File: config.mk
export PLATFORM = sky130hd
export DESIGN_NAME = irm_core
export DESIGN_NICKNAME = d
export VERILOG_FILES = /design/src/inc/irm_pkg.sv /design/src/rtl/irm_core.sv
export SDC_FILE = /design/constraint.sdc
export NUM_CORES = 1
export LEC_CHECK = 0
export BUFFER_PORTS_ARGS = -buffer_cell sky130_fd_sc_hd__buf_2
export CORE_UTILIZATION = 40
export CTS_BUF_LIST = sky130_fd_sc_hd__clkbuf_16
export CTS_CLUSTER_SIZE = 24
export DETAILED_ROUTE_END_ITERATION = 8
export PLACE_DENSITY_LB_ADDON = 0.12
export SYNTH_ARGS = -nofsm -noshare
export SYNTH_HDL_FRONTEND = slang
export SYNTH_SLANG_ARGS = --single-unit
File: constraint.sdc
create_clock -name pclk -period 2.16 [get_ports pclk]
set_clock_uncertainty 0.2 [all_clocks]
set_input_delay 0.216 -clock pclk [delete_from_list [all_inputs] [get_ports pclk]]
set_output_delay 0.216 -clock pclk [all_outputs]
set_load 0.005 [all_outputs]
File: src/inc/irm_pkg.sv
// Constants and types for the interrupt request and mask block
package irm_pkg;
  localparam logic [11:0] REQ_OFF      = 12'h3E8;
  localparam logic [11:0] MASK_OFF     = 12'h3EC;
  localparam logic [11:0] INS_OFF      = 12'h000;
  localparam logic [11:0] STAT_OFF     = 12'h004;
  localparam logic [11:0] IEN_OFF      = 12'h008;
  localparam int          REQ_IDX      = 250;
  localparam int          MASK_IDX     = 251;
  localparam int          EDGE_HI      = 7;
  localparam int          EDGE_LO      = 6;
  localparam int          MASTER_BIT   = 7;
  localparam int          NSRC         = 6;
  localparam logic [7:0]  REQ_RST      = 8'h00;
  localparam logic [7:0]  MASK_RST     = 8'h00;
  localparam logic [1:0]  INS_EI       = 2'h1;
  localparam logic [1:0]  INS_DI       = 2'h2;
  localparam int          EV_W         = 2;
  typedef enum logic [1:0] {EDGE_FF, EDGE_FR, EDGE_RF, EDGE_BOTH} irm_edge_e;
endpackage

File: src/rtl/irm_core.sv
// Interrupt request, edge select and source mask block with APB slave
`timescale 1ns/1ps
module irm_core
  import irm_pkg::*;
#(
  parameter int NUM_SRC = irm_pkg::NSRC
) (
  input  wire logic        pclk,
  input  wire logic        presetn,
  input  wire logic        psel,
  input  wire logic        penable,
  input  wire logic        pwrite,
  input  wire logic [11:0] paddr,
  input  wire logic [31:0] pwdata,
  output logic             pready,
  output logic [31:0]      prdata,
  output logic             pslverr,
  input  wire logic        port3_pin1_input,
  input  wire logic        port3_pin2_input,
  input  wire logic        port3_pin3_input,
  input  wire logic        stop_recovery_event,
  input  wire logic        uart_tx_event,
  input  wire logic        uart_rx_event,
  input  wire logic        baud_rate_generator,
  input  wire logic        eight_bit_timer,
  input  wire logic        sixteen_bit_timer,
  input  wire logic        low_voltage_flag,
  input  wire logic        grant_valid,
  input  wire logic [2:0]  grant_source,
  output logic             core_irq,
  output logic [5:0]       core_request,
  output logic             irq
);
  import irm_pkg::*;

  // Six flags fill bits 5:0 and the edge code owns 7:6, so no other count fits
  if (NUM_SRC != NSRC) begin : g_bad_src
    $error("irm_core serves exactly six sources");
  end

  logic [7:0] req_ff, nxt_req;
  logic [7:0] mask_ff, nxt_mask;
  logic       ei_seen_ff, nxt_ei_seen;
  logic [2:0] pin_ff, nxt_pin;
  logic [1:0] stat_ff, nxt_stat;
  logic [1:0] ien_ff, nxt_ien;
  logic [31:0] rd_ff, nxt_rd;
  logic       err_ff, nxt_err;
  logic       irq_prev_ff, nxt_irq_prev;
  logic       grant_ok;
  logic [5:0] hw_set;
  logic       p1_edge, p2_edge, p3_fall;
  logic       wr, rd;

  // Decoded address is used by both the read and the write path
  function automatic logic hit(input logic [11:0] a, input logic [11:0] off);
    hit = (a == off);
  endfunction

  function automatic logic is_mapped(input logic [11:0] a);
    is_mapped = hit(a, REQ_OFF) || hit(a, MASK_OFF) || hit(a, INS_OFF) ||
                hit(a, STAT_OFF) || hit(a, IEN_OFF);
  endfunction

  // Zero wait states: access phase completes at once
  assign pready  = 1'b1;
  assign prdata  = rd_ff;
  assign pslverr = err_ff;
  // Writes land at the access edge, the one at which the master sees pready high
  assign wr = psel && penable && pready && pwrite;
  // Source codes beyond the flag count are not services; they only raise status
  assign grant_ok = grant_valid && (grant_source < 3'(NUM_SRC));
  assign rd = psel && !penable && !pwrite;

  always_comb begin
    irm_edge_e sel;
    logic p1r, p1f, p2r, p2f;
    sel = irm_edge_e'(req_ff[EDGE_HI:EDGE_LO]);
    p1r = port3_pin1_input && !pin_ff[0];
    p1f = !port3_pin1_input && pin_ff[0];
    p2r = port3_pin2_input && !pin_ff[1];
    p2f = !port3_pin2_input && pin_ff[1];
    p3_fall = !port3_pin3_input && pin_ff[2];
    case (sel)
      EDGE_FF: begin
        p1_edge = p1f;
        p2_edge = p2f;
      end
      EDGE_FR: begin
        p1_edge = p1f;
        p2_edge = p2r;
      end
      EDGE_RF: begin
        p1_edge = p1r;
        p2_edge = p2f;
      end
      default: begin
        p1_edge = p1r | p1f;
        p2_edge = p2r | p2f;
      end
    endcase
  end

  always_comb begin
    hw_set = 6'h00;
    hw_set[2] = p1_edge;
    hw_set[1] = p3_fall | stop_recovery_event | uart_tx_event | baud_rate_generator;
    hw_set[0] = p2_edge | uart_rx_event;
    hw_set[5] = low_voltage_flag;
    hw_set[4] = eight_bit_timer;
    hw_set[3] = sixteen_bit_timer;
  end

  // Request flags and the unlock bit
  // Hardware sets are merged last, so an event never loses to a clear in the same cycle
  always_comb begin
    nxt_req     = req_ff;
    nxt_ei_seen = ei_seen_ff;
    if (wr && hit(paddr, REQ_OFF) && ei_seen_ff) begin
      nxt_req = pwdata[7:0];
    end
    if (wr && hit(paddr, INS_OFF) && (pwdata[1:0] == INS_EI)) begin
      nxt_ei_seen = 1'b1;
    end
    if (grant_ok) begin
      nxt_req[grant_source] = 1'b0;
    end
    nxt_req[5:0] = nxt_req[5:0] | hw_set;
  end

  always_ff @(posedge pclk or negedge presetn) begin
    if (!presetn) begin
      req_ff     <= REQ_RST;
      ei_seen_ff <= 1'b0;
    end else begin
      req_ff     <= nxt_req;
      ei_seen_ff <= nxt_ei_seen;
    end
  end

  // Source enables and master enable
  always_comb begin
    nxt_mask = mask_ff;
    if (wr && hit(paddr, MASK_OFF)) begin
      nxt_mask[5:0] = pwdata[5:0];
      nxt_mask[6]   = 1'b0;
    end
    // master enable is set only by instruction; a mask write leaves it alone
    if (wr && hit(paddr, INS_OFF)) begin
      if (pwdata[1:0] == INS_EI) begin
        nxt_mask[MASTER_BIT] = 1'b1;
      end else if (pwdata[1:0] == INS_DI) begin
        nxt_mask[MASTER_BIT] = 1'b0;
      end
    end
    // disable during vector cycle, wins over a same-cycle enable
    if (grant_ok) begin
      nxt_mask[MASTER_BIT] = 1'b0;
    end
  end

  always_ff @(posedge pclk or negedge presetn) begin
    if (!presetn) begin
      mask_ff <= MASK_RST;
    end else begin
      mask_ff <= nxt_mask;
    end
  end

  // Pin history resets high, so a pin held low at release gives one falling edge
  always_comb begin
    nxt_pin = {port3_pin3_input, port3_pin2_input, port3_pin1_input};
  end

  always_ff @(posedge pclk or negedge presetn) begin
    if (!presetn) begin
      pin_ff <= 3'h7;
    end else begin
      pin_ff <= nxt_pin;
    end
  end

  // Status, its interrupt enable and the history for the rise detector
  always_comb begin
    nxt_stat     = stat_ff;
    nxt_ien      = ien_ff;
    nxt_irq_prev = core_irq;
    if (wr && hit(paddr, STAT_OFF)) begin
      nxt_stat = stat_ff & ~pwdata[1:0];
    end
    // Sets follow the clear so a new event is never lost
    nxt_stat[0] = nxt_stat[0] | (core_irq && !irq_prev_ff);
    nxt_stat[1] = nxt_stat[1] | (grant_valid && !grant_ok);
    if (wr && hit(paddr, IEN_OFF)) begin
      nxt_ien = pwdata[1:0];
    end
  end

  always_ff @(posedge pclk or negedge presetn) begin
    if (!presetn) begin
      stat_ff     <= 2'h0;
      ien_ff      <= 2'h0;
      irq_prev_ff <= 1'b0;
    end else begin
      stat_ff     <= nxt_stat;
      ien_ff      <= nxt_ien;
      irq_prev_ff <= nxt_irq_prev;
    end
  end

  // Read data is loaded in the setup cycle and stands through the access phase
  always_comb begin
    nxt_rd  = rd_ff;
    nxt_err = 1'b0;
    if (psel && !penable && !is_mapped(paddr)) begin
      nxt_err = 1'b1;
    end
    if (rd) begin
      nxt_rd = 32'h0000_0000;
      if (hit(paddr, REQ_OFF)) nxt_rd[7:0] = req_ff;
      if (hit(paddr, MASK_OFF)) nxt_rd[7:0] = mask_ff;
      if (hit(paddr, STAT_OFF)) nxt_rd[1:0] = stat_ff;
      if (hit(paddr, IEN_OFF)) nxt_rd[1:0] = ien_ff;
      if (hit(paddr, INS_OFF)) nxt_rd[0] = ei_seen_ff;
    end
  end

  always_ff @(posedge pclk or negedge presetn) begin
    if (!presetn) begin
      rd_ff  <= 32'h0000_0000;
      err_ff <= 1'b0;
    end else begin
      rd_ff  <= nxt_rd;
      err_ff <= nxt_err;
    end
  end

  assign core_request = req_ff[5:0] & mask_ff[5:0] & {6{mask_ff[MASTER_BIT]}};
  assign core_irq     = |core_request;
  assign irq          = |(stat_ff & ien_ff);

  a_master_gate: assert property (@(posedge pclk) disable iff (!presetn)
    !mask_ff[MASTER_BIT] |-> !core_irq) else $error("request while master off");
  a_mask_gate: assert property (@(posedge pclk) disable iff (!presetn)
    (core_request & ~mask_ff[5:0]) == 6'h00) else $error("masked source passed");
  a_req_lock: assert property (@(posedge pclk) disable iff (!presetn)
    (!ei_seen_ff && hw_set == 6'h00 && !grant_valid) |=> $stable(req_ff))
    else $error("request written before enable");
  a_service_clear: assert property (@(posedge pclk) disable iff (!presetn)
    (grant_valid && grant_source == 3'd3 && !hw_set[3]) |=> !req_ff[3])
    else $error("serviced flag not cleared");
  a_grant_off: assert property (@(posedge pclk) disable iff (!presetn)
    (grant_valid && grant_source < 3'd6) |=> !mask_ff[MASTER_BIT])
    else $error("master not dropped on grant");
  a_pin1_set: assert property (@(posedge pclk) disable iff (!presetn)
    p1_edge |=> req_ff[2]) else $error("pin one edge lost");
  a_rx_set: assert property (@(posedge pclk) disable iff (!presetn)
    uart_rx_event |=> req_ff[0]) else $error("receive event lost");
  a_lv_set: assert property (@(posedge pclk) disable iff (!presetn)
    low_voltage_flag |=> req_ff[5]) else $error("low voltage lost");
  a_sw_clear: assert property (@(posedge pclk) disable iff (!presetn)
    (wr && hit(paddr, REQ_OFF) && ei_seen_ff && !pwdata[3] && !hw_set[3]) |=> !req_ff[3])
    else $error("software clear failed");
  c_irq_raised: cover property (@(posedge pclk) disable iff (!presetn) $rose(core_irq));
  c_both_edges: cover property (@(posedge pclk) disable iff (!presetn)
    req_ff[7:6] == 2'h3 && p1_edge);
  c_grant: cover property (@(posedge pclk) disable iff (!presetn) grant_valid && core_irq);
  c_lock_refused: cover property (@(posedge pclk) disable iff (!presetn)
    wr && hit(paddr, REQ_OFF) && !ei_seen_ff);
  c_bad_grant: cover property (@(posedge pclk) disable iff (!presetn)
    grant_valid && !grant_ok);
  a_reset_master: assert property (@(posedge pclk)
    !presetn |=> !mask_ff[MASTER_BIT]) else $error("master on after reset");
  a_sw_set: assert property (@(posedge pclk) disable iff (!presetn)
    (wr && hit(paddr, REQ_OFF) && ei_seen_ff && pwdata[2] && !grant_ok) |=> req_ff[2])
    else $error("software set failed");
  a_pin2_rise: assert property (@(posedge pclk) disable iff (!presetn)
    (req_ff[7:6] == 2'h1 && port3_pin2_input && !pin_ff[1]) |=> req_ff[0])
    else $error("pin two rise lost");
  a_pin1_blocked: assert property (@(posedge pclk) disable iff (!presetn)
    (req_ff[7:6] == 2'h0 && port3_pin1_input && !pin_ff[0]) |-> !p1_edge)
    else $error("pin one rise taken");
  a_pin3_set: assert property (@(posedge pclk) disable iff (!presetn)
    (!port3_pin3_input && pin_ff[2]) |=> req_ff[1])
    else $error("pin three edge lost");
  a_tx_set: assert property (@(posedge pclk) disable iff (!presetn)
    uart_tx_event |=> req_ff[1]) else $error("transmit event lost");
  a_timer_set: assert property (@(posedge pclk) disable iff (!presetn)
    eight_bit_timer |=> req_ff[4]) else $error("timer event lost");
  a_ei_master: assert property (@(posedge pclk) disable iff (!presetn)
    (wr && hit(paddr, INS_OFF) && pwdata[1:0] == INS_EI && !grant_ok) |=> mask_ff[MASTER_BIT])
    else $error("enable not taken");
  a_bit6_zero: assert property (@(posedge pclk) disable iff (!presetn)
    !mask_ff[6]) else $error("reserved mask bit set");
endmodule // irm_core
---- After elaboration in Yosys (flattened, before gate mapping) ----
Cells that the tools add are included.
operators by class
  magnitude comparators ................... 3
  equal/unequal tests ..................... 8
  multiplexer cells ....................... 17
  bitwise gates (word level) .............. 16
  reductions and logical operators ........ 44
operators with widths
  operator                                                               count
  8-bit 2-to-1 mux                                                       4
  12-bit by 10-bit == test with 1-bit output, second input constant      2
  1-bit logical AND                                                      21
  6-bit bitwise AND                                                      2
  12-bit by 3-bit == test with 1-bit output, second input constant       1
  12-bit by 4-bit == test with 1-bit output, second input constant       1
  12-bit logical NOT                                                     1
  1-bit logical NOT                                                      10
  8-bit bitwise AND                                                      1
  8-bit NOT                                                              1
  1-bit OR                                                               8
  1-bit 2-to-1 mux                                                       7
  2-bit 2-to-1 mux                                                       3
  6-bit OR                                                               1
  2-bit OR reduction                                                     3
  6-bit OR reduction                                                     1
  2-bit bitwise AND                                                      2
  2-bit by 1-bit == test with 1-bit output, second input constant        2
  2-bit == test, second input constant                                   2
  1-bit logical OR                                                       4
  3-bit by 4-bit < comparator with 1-bit output, second input constant   1
  1-bit one-hot mux with 2 select lines                                  2
  1-bit demux with 3-bit select                                          1
  3-bit by 1-bit >= comparator with 1-bit output, second input constant  1
  other kinds (6)                                                        6
storage, ports and cells
  bits in registers ....................... 33
  input port bits ......................... 63
  logic and storage cells ................. 98

---- Depth between registers and ports, before layout ----
Gate-level depths: netlist (run 1).
  word-level depth ........................ 8
  depth in mapped cells ................... 7

---- Worst setup path before layout (run 1) ----
Ideal clock, no wire load.
  path kind ............................... in2reg
  start ................................... in paddr[8]
  end ..................................... reg ien_ff[0]
  arrival ................................. 1,623 ps
  slack ................................... 212 ps
  stages .................................. 4
  buffers on the path ..................... 0
  cell sequence ........................... or2_1 > or4_4 > or4_4 > mux2_4
on the way
  longest elaborated chain between the ends .. 2
RTL lines
  element                                    line             source
  from (decl)                                irm_core.sv:13   input wire logic [11:0] paddr,
  12-bit by 4-bit == test with 1-bit output  irm_core.sv:57   hit = (a == off);
  1-bit logical AND                          irm_core.sv:194  if (wr && hit(paddr, IEN_OFF)) begin
  to (signal assigned)                       irm_core.sv:206  ien_ff <= nxt_ien;
  to (decl)                                  irm_core.sv:46   logic [1:0] ien_ff, nxt_ien;
Every way passes these cells.
A chain may end at the register's enable or synchronous reset.

---- Worst setup path after layout (run 1) ----
  start ................................... reg mask_ff[7]
  end ..................................... out core_irq
on the way
  longest elaborated chain between the ends .. 2
RTL lines
  element                 line             source
  from (decl)             irm_core.sv:42   logic [7:0] mask_ff, nxt_mask;
  from (signal assigned)  irm_core.sv:166  mask_ff <= nxt_mask;
  6-bit bitwise AND       irm_core.sv:238  assign core_request = req_ff[5:0] & mask_ff[5:0] & {6{mask_ff[MASTER_BIT]}};
  6-bit OR reduction      irm_core.sv:239  assign core_irq = |core_request;
  to (decl)               irm_core.sv:30   output logic core_irq,
Every way passes these cells.

==> metrics.cfg, run 1 <==
[logic_synthesis]
ys_seq_elements = 33
syn_area_um2 = 1990
ys_types = 40
synth_warnings = 0
syn_inst = 210
syn_area_per_cell_um2 = 9.46
ys.flop_type = dfrtp_1
yosysSeqAreaShare = 0.418
async_flop_share = 1.00
synth_enable_flop_cells = 0

[timing]
finalCriticalPeriod_ns = 2.08
fin_hold_ws_ns = 0.00648
maxSlewViolCount = 0
clock.fmax_mhz = 481
hold_viol_final = 0
tns_ns = 0
period_share = 0.962
finalSetupViolations = 0
tightestPinTransition_ns = 0.735
relSlewSlack = 0.510

[drt]
drtAntennaViolNets = 0
drc = 0
wl_per_cell_um = 12.6
first_pass_iters = 5
via_per_inst = 4.66
wl_mm = 4.56
drt_iter0_drc = 88
num_vias = 1684

[cts]
clk_pin_slew_worst_paths_ns = 0.05
cts.htree.levels = 2
clockBufferDepth = 2
clk_latency_ns = 0.27
cts_sinks = 33
cts_made_buffers = 5
cts-root-buf = clkbuf_16
cts_tree = done

[floorplanning]
core_area_um2 = 4750
rows = 25
die_h_um = 72.5
initial_core_util = 0.418
fp.dieW_um = 72.5
pin_count = 105
dieArea_um2 = 5250

[worst_hold_path]
holdCritPathClass = in -> reg
holdPathStages = 2

[cells_and_area]
final_area_um2 = 2630
fin_nets = 361
area_growth_pct = 32.4
drive_gt1_frac = 0.327
final_cells = 361
antenna_cells = 0

[setup_path]
crit_path_end_kind = output pin
start_kind = flip-flop
cp.arrival_ns = 1.66
worstSetupEndpoint = core_irq
r2r_slack_ns = 0.47
path_class = reg -> out
r2r_end = req_ff[1]
crit_path_start = mask_ff[7]
required_ns = 1.74
worstPathMaxFanout = 5
reg2reg_from = pin_ff[2]
r2r_cells = 3

[placed_design]
gp_congestion = 0.916
placed_cells = 337
dp_hpwl_mm = 3.34
dpl_cell_area_um2 = 2320
io_buffers = 55

[power_and_ir_drop]
p_leak_nw = 1.37
ir_drop_mv = 0.381
power_density_nw_per_um2 = 549

[grt]
grt_pass1_vias = 1449
grt_max_degree = 34
grt_pass1_wl_mm = 7.09
grt_use_total = 0.181
grt_overflow = 0
antenna_found_initial = 0

[job]
maxCapViolCount = 0

[run_status]
status = complete, no violations

## worst max-delay path, cell delays in order, from the launching register on
cell	delay, ns
dfrtp_2	0.43
buf_4	0.14
and3_1	0.15
or2_2	0.33
nor3_4	0.15
inv_1	0.07
buf_2	0.12
## cells in the final DEF, fill, tap and decap left out, types with 2 or more instances in the layout
cell | synthesis | final
conb_1 | 2 | 25
and2_1 | 3 | 3
o21bai_1 | 4 | 4
nor3_1 | 6 | 5
dfstp_2 | 3 | 3
nand2b_1 | 4 | 4
inv_1 | 9 | 10
mux2_2 | 8 | 8
nor4_4 | 2 | 2
ha_1 | 4 | 4
mux2i_1 | 7 | 7
nand3_1 | 14 | 14
mux2_4 | 2 | 2
buf_2 | 0 | 55
a21oi_1 | 2 | 2
a31oi_1 | 3 | 3
nor4_1 | 2 | 2
or4_4 | 2 | 2
clkbuf_16 | 0 | 5
and3_1 | 9 | 9
or2_2 | 4 | 3
nand2_1 | 24 | 24
o21ai_0 | 11 | 11
buf_4 | 25 | 10
nor2_1 | 13 | 13
dfrtp_1 | 30 | 29
dlygate4sd3_1 | 0 | 15
## cells in the mapped netlist (2+ instances only)
cell type	count	area, um^2
dfstp_2	3	78.8
nand2b_1	4	25.0
mux2i_1	7	70.1
nor4_1	2	12.5
and2_1	3	18.8
nand3_1	14	70.1
and3_1	9	56.3
ha_1	4	50.1
or2_2	4	25.0
mux2_2	8	90.1
buf_4	25	188
nor3_1	6	30.0
nor4_4	2	42.5
dfrtp_1	30	751
clkbuf_1	2	7.51
inv_1	9	33.8
a21oi_1	2	10.0
nand2_1	24	90.1
o21bai_1	4	30.0
mux2_4	2	30.0
o21ai_0	11	55.1
nor2_1	13	48.8
a31oi_1	3	18.8
or4_4	2	22.5
conb_1	2	7.51
## through the flow
step | power (mW) | setup slack, ns | utilization
5_1_grt | 1.51 | -0.00151 | 0.553
2_1_floorplan | 0.734 | 0.212 | -
6_report | 1.44 | 0.0816 | 0.553
3_5_place_dp | 0.777 | 0.0869 | 0.487
4_1_cts | 1.45 | 0.00945 | 0.546
3_3_place_gp | 0.776 | 0.110 | 0.487
## metal layers
metal / part of all wire / wire length, um / global-route usage / vias to the layer above
li1: - / - / - / 857
met1: 0.48 / 2170 / 0.257 / 749
met2: 0.44 / 2020 / 0.270 / 71
met3: 0.066 / 301 / 0.0389 / 7
met4: 0.015 / 68 / 0.0654 / 0
met5: 0 / 0 / 0 / -
## power breakdown
group,leakage (nW),internal (mW),switching (mW)
Combinational,0.899,0.0662,0.0811
Clock,0.0685,0.412,0.245
Sequential,0.407,0.633,0.00665
Total,1.37,1.11,0.332
## cells by family (layout without fill, tap and decap cells)
| logic type | after synthesis | in the layout | share of synthesized area |
|---|---|---|---|
| adder cells (fa/ha/maj) | 4 | 4 | 0.0252 |
| AO/OA/AOI/OAI | 28 | 28 | 0.0920 |
| AND/OR/NAND/NOR | 90 | 90 | 0.250 |
| multiplexers | 17 | 17 | 0.0958 |
| buffers and inverters | 36 | 97 | 0.115 |
| other | 2 | 25 | 0.00378 |
| flip-flops | 33 | 33 | 0.418 |
## how the worst min path moves through the flow
stage | end | slack, ns | start
floorplan | ei_seen_ff | -0.28 | presetn
global placement | prdata[7] | 0.13 | presetn
detailed placement | prdata[6] | 0.13 | presetn
CTS | mask_ff[5] | 0.0009 | pwdata[5]
global route | mask_ff[5] | 0.01 | pwdata[5]
finish | mask_ff[5] | 0.006 | pwdata[5]
## flip-flops by register name, indices dropped and copies added (netlist names)
register     cells
req_ff           8
pslverr          1
ien_ff           2
pin_ff           3
stat_ff          2
prdata           8
ei_seen_ff       1
mask_ff          7
irq_prev_ff      1
## what timing repair did
action                                 4_1_cts  5_1_grt
setup buffers                                0        2
gates cloned                                 0        0
endpoints found under the hold margin       42        1
hold buffers                                14        1
setup endpoints to repair                    1        1
pin swaps                                    0        1
resized for setup                            1        5
## final cells by class
type,count,area [um^2]
clock buffers,5,125
clock inverters,2,7.51
fillers,456,2130
inverters,9,33.8
multi-input cells,164,1030
flip-flops and latches,33,831
well taps,67,83.8
repair buffers,81,520
No activity file was read; power rests on OpenSTA's default activity.
==> run 2, diff against run 1 <==
==> constraint.sdc (replaced) <==
create_clock -name pclk -period 2.16 [get_ports pclk]
set_clock_uncertainty 0.2 [all_clocks]
set_input_delay 0.108 -clock pclk [delete_from_list [all_inputs] [get_ports pclk]]
set_output_delay 0.108 -clock pclk [all_outputs]
set_load 0.005 [all_outputs]
==> run 2 against run 1 <==
Clock-buffer cell count stayed put; power increased by 9.8%; first-iteration DRC count rose by 36%; combinational power up 10%; sequential power about the same; global-route usage up 0.89 points; maximum frequency is 0.49% lower; die area did not move; sequential cell count is the same.
==> metrics.cfg, run 2 (same netlist as run 1, synthesis figures left out) <==
[run_status]
status = complete, no violations

[floorplanning]
initial_core_util = 0.418  ; unchanged
fp.dieW_um = 72.5  ; unchanged
rows = 25  ; unchanged
core_area_um2 = 4750  ; unchanged
pin_count = 105  ; unchanged
die_h_um = 72.5  ; unchanged
dieArea_um2 = 5250  ; unchanged

[setup_path]
worstPathMaxFanout = 7  ; +2
r2r_cells = 6  ; +3
start_kind = flip-flop
path_class = reg -> reg
reg2reg_from = ei_seen_ff
slowest_delay_ns = 0.55  ; +0.12 ns
required_ns = 2.11  ; +0.37 ns
cp_cell_sequence = nand2_1 -> nor4_4 -> buf_6 -> mux2i_4 -> o21bai_1 -> dlygate4sd3_1
crit_path_start = ei_seen_ff
cp.arrival_ns = 2.04  ; +0.38 ns
slowest_stage = dlygate4sd3_1
crit_path_end_kind = flip-flop

[cells_and_area]
fin_nets = 369  ; +2.2%
area_growth_pct = 38.1
mostFrequentLayoutCell = buf_2
final_cell_mix = 54 x buf_2, 30 x dfrtp_1, 26 x dlygate4sd3_1
final_cells = 370  ; +2.5%
drive_gt1_frac = 0.310  ; -0.0163
antenna_cells = 0  ; unchanged

[power_and_ir_drop]
ir_drop_mv = 0.295  ; -22%
total_power_mw = 1.58  ; +9.8%
p_leak_nw = 1.41  ; +2.4%
power_density_nw_per_um2 = 578  ; +5.3%

[cts]
cts_made_buffers = 5  ; unchanged
clk_latency_ns = 0.27  ; about the same
cts_tree = done
cts-root-buf = clkbuf_16
cts_sinks = 33  ; unchanged
cts.htree.levels = 2  ; unchanged
clockBufferDepth = 2  ; unchanged
clk_pin_slew_worst_paths_ns = 0.05  ; about the same

[timing]
clock.fmax_mhz = 479  ; -0.49%
hold_viol_final = 0  ; unchanged
tightestPinTransition_ns = 0.764  ; +0.0289 ns
finalCriticalPeriod_ns = 2.09  ; +0.0103 ns
period_share = 0.967  ; +0.00477
rsz0062_at_grt = yes
finalSetupViolations = 0  ; unchanged
relSlewSlack = 0.491  ; -0.0193
maxSlewViolCount = 0  ; unchanged

[grt]
antenna_found_initial = 0  ; unchanged
grt_use_total = 0.190  ; +0.00889
grt_overflow = 0  ; unchanged
grt_pass1_vias = 1589  ; +9.7%
grt_pass1_wl_mm = 7.58  ; +7.0%
grt_max_degree = 34  ; unchanged

[worst_hold_path]
holdPathStages = 3  ; +1
hp-start = grant_source[2]
holdCritPathClass = in -> reg

[drt]
drc = 0  ; unchanged
wl_per_cell_um = 12.8  ; +1.5%
via_per_inst = 4.73  ; +1.3%
drt_iter0_drc = 120  ; +36%
wl_mm = 4.75  ; +4.1%
drtAntennaViolNets = 0  ; unchanged
first_pass_iters = 4  ; -1
num_vias = 1749  ; +3.9%

[job]
maxCapViolCount = 0  ; unchanged

[placed_design]
placed_cells = 334  ; -0.89%
gp_congestion = 0.859  ; -6.3%
io_buffers = 55  ; unchanged
dp_hpwl_mm = 3.34  ; about the same

[run 2: path summary, 6_finish.rpt]
kind,to,slack (ns)
min in group asynchronous,prdata[6],0.25
hold reg to reg,stat_ff[0],0.24
max in group asynchronous,stat_ff[0],1.03
setup reg to reg,req_ff[4],0.07
hold / removal,req_ff[1],0.01
setup / recovery,req_ff[4],0.07
[run 2: cell type report]
cell class | count | area, um^2
fillers | 477 | 2010
multi-input cells | 164 | 1030
flip-flops and latches | 33 | 830
repair buffers | 89 | 602
clock buffers | 5 | 125
well taps | 67 | 83.8
clock inverters | 3 | 37.5
inverters | 9 | 33.8
[run 2: repair_timing]
item,4_1_cts,5_1_grt
buffers inserted,0,3
gates resized for setup,0,6
hold buffers,26,0
setup endpoints to repair,0,5
hold endpoints to repair,53,0
[run 2: where the power goes]
group | leakage (nW) | internal (mW) | total (mW) | switching (mW)
registers | 0.408 | 0.633 | 0.640 | 0.00784
logic | 0.917 | 0.0763 | 0.162 | 0.0853
clock network | 0.0826 | 0.535 | 0.783 | 0.248
[run 2: stage by stage]
stage	utilization	hold slack, ns	TNS, ns	cell area (um^2)	worst slack (ns)
3_5_place_dp	0.480	0.0281	0	2280	0.147
5_1_grt	0.577	0.0621	-0.0348	2740	-0.0195
2_1_floorplan	-	-0.388	0	2070	0.320
6_report	0.577	0.0150	0	2740	0.0713
3_3_place_gp	0.480	0.0246	0	2280	0.169
4_1_cts	0.569	0.00319	0	2700	0.0216
[run 2: metal layers]
metal,track usage,share of wire,vias to the layer above
met2,0.292,0.47,68
met1,0.265,0.47,803
met3,0.0431,0.058,5
li1,-,-,873
met5,0,0,-
met4,0.0588,0.011,0
[run 2: critical path: cells and delay by family, from the launching register on]
family	cells	cell delay, ns
buf+inv	2	0.74
compound gates	1	0.07
mux	1	0.22
flops	1	0.37
simple gates	2	0.37
==> run 3, diff against run 2 <==
Settings changed: GPL_ROUTABILITY_DRIVEN set to 1.
Clock period 2.16 ns to 1.95 ns, I/O delays scaled along.
==> run 3 against run 2 <==
Sequential cell count did not move; sequential power rose by 11%; sequential share of layout area fell by 0.60 points; combinational power rose by 12%; die area did not move; critical endpoint is now core_irq; largest power group unchanged; highest routed layer unchanged.
==> metrics.cfg, run 3 (same netlist as run 1, synthesis figures left out) <==
[setup_path]
cp.arrival_ns = 1.62  ; -0.42 ns
slowest_delay_ns = 0.44  ; -0.11 ns
path_buf_inv = 3  ; +1
slowest_stage = dfrtp_2
start_kind = flip-flop
cp_cell_sequence = buf_6 -> and3_4 -> or2_4 -> nor3_4 -> inv_1 -> buf_2
worstPathMaxFanout = 4  ; -3
required_ns = 1.65  ; -0.46 ns
path_class = reg -> out
crit_path_end_kind = output pin
crit_family = simple AND/OR/NAND/NOR gates

[cells_and_area]
mostFrequentLayoutCell = buf_2
antenna_cells = 0  ; unchanged
final_area_um2 = 2800  ; +2.2%
drive_gt1_frac = 0.334  ; +0.0242
final_cell_mix = 55 x buf_2, 29 x dfrtp_1, 25 x conb_1
area_growth_pct = 41.1
n_fill_cell = 460  ; -3.6%
fin_nets = 374  ; +1.4%

[run_status]
status = complete, no violations

[floorplanning]
rows = 25  ; unchanged
core_area_um2 = 4750  ; unchanged
die_h_um = 72.5  ; unchanged
initial_core_util = 0.418  ; unchanged
fp.dieW_um = 72.5  ; unchanged
dieArea_um2 = 5250  ; unchanged
pin_count = 105  ; unchanged

[timing]
hold_viol_final = 0  ; unchanged
finalCriticalPeriod_ns = 1.92
clock.fmax_mhz = 521
rsz0062_at_grt = yes
maxSlewViolCount = 0  ; unchanged
period_share = 0.984
fin_hold_ws_ns = 0.00496  ; -0.0100 ns
finalSetupViolations = 0  ; unchanged
relSlewSlack = 0.491  ; +0.000578
tightestPinTransition_ns = 0.763  ; -0.000867 ns

[power_and_ir_drop]
power_density_nw_per_um2 = 629  ; +8.9%
p_comb_frac = 0.103  ; about the same
p_sw_frac = 0.218  ; +0.00280
ir_drop_mv = 0.326  ; +11%
pwr-share-seq = 0.402  ; -0.002
intPower_mw = 1.38  ; +11%
pwr-share-clk = 0.495  ; about the same
net-switching-power_uw = 384  ; +13%
p_leak_nw = 1.44  ; +2.2%

[drt]
met2_length_mm = 2.31  ; +4.4%
via_per_inst = 4.76  ; +0.64%
wl_met3_um = 228  ; -17%
drt_iter0_drc = 127  ; +5.8%
num_vias = 1784  ; +2.0%
drc = 0  ; unchanged
wl_mm = 4.88  ; +2.8%
first_pass_iters = 4  ; unchanged
drtAntennaViolNets = 0  ; unchanged
wl_met1_mm = 2.30  ; +4.0%
routed.top_layer = met4
wl_per_cell_um = 13.0  ; +1.5%

[placed_design]
gp_congestion = 0.911  ; +6.1%
io_buffers = 55  ; unchanged
dpl_cell_area_um2 = 2330  ; +2.2%
dp_hpwl_mm = 3.41  ; +2.1%

[cts]
cts.htree.levels = 2  ; unchanged
cts_tree = done
clk_pin_slew_worst_paths_ns = 0.05  ; about the same
cts-root-buf = clkbuf_16
clk_latency_ns = 0.28  ; about the same
cts_made_buffers = 5  ; unchanged
clockBufferDepth = 2  ; unchanged
cts_sinks = 33  ; unchanged

[job]
maxCapViolCount = 0  ; unchanged

[worst_hold_path]
holdCritPathClass = in -> reg

[grt]
grt_pass1_wl_mm = 7.53  ; -0.65%
grt_use_total = 0.194  ; +0.00486
grt_max_degree = 34  ; unchanged
grt_pass1_vias = 1600  ; +0.69%
antenna_found_initial = 0  ; unchanged
grt_overflow = 0  ; unchanged

-- run 3: final cells by class --
class,instances,area [um^2],share of cell area
inverter,9,33.8,0.0121
tap,67,83.8,0.0299
clock buffer,5,125,0.0446
multi-input combinational,164,1040,0.372
sequential,33,831,0.296
timing repair buffer,94,648,0.231
clock inverter,3,37.5,0.0134
-- run 3: per-stage QoR --
step,power (mW),instances,TNS (ns),setup WS [ns],util
after floorplan,0.813,233,0,0.121,-
after global placement,0.861,339,0,0.0254,0.490
after detailed placement,0.864,339,0,0.00275,0.490
after CTS,1.78,374,0,0.00119,0.585
after global routing,1.85,375,-0.0283,-0.0283,0.589
final,1.76,375,0,0.0305,0.589
-- run 3: routing by layer --
metal  up-vias  global-route usage
met3         4              0.0472
met2        70               0.298
met4         0              0.0697
met5         -                   0
li1        884                   -
met1       826               0.268
-- run 3: what timing repair did --
item                                    CTS  global route
endpoints found under the hold margin    53             0
buffers inserted                          3             1
cloned                                    0             0
hold buffers                             24             0
pin swaps                                 1             2
gates resized for setup                   9             4
endpoints found under the setup margin    1             2
-- run 3: path summary, 6_finish.rpt --
check | start | end | slack, ns | depth (start not counted)
setup / recovery | mask_ff[7] | core_irq | 0.03 | 6
hold / removal | pwrite | prdata[1] | 0.005 | 3
setup reg to reg | pin_ff[2] | req_ff[1] | 0.31 | 3
hold reg to reg | irq_prev_ff | stat_ff[0] | 0.23 | 1
max in group asynchronous | presetn | mask_ff[7] | 0.79 | 2
min in group asynchronous | presetn | prdata[6] | 0.23 | 2
-- run 3: power groups by stage --
stage / sequential [mW] / clock (mW) / combinational (mW)
4_1_cts: 0.708 / 0.890 / 0.182
3_3_place_gp: 0.719 / 0 / 0.142
2_1_floorplan: 0.718 / 0 / 0.0952
5_1_grt: 0.710 / 0.931 / 0.205
6_report: 0.709 / 0.874 / 0.182
3_5_place_dp: 0.719 / 0 / 0.145
-- run 3: worst reg2reg max path: stages (launching register included) --
cell           delay (ns)
dfstp_2              0.36
a2111oi_1            0.30
dlygate4sd3_1        0.59
o21ai_0              0.07
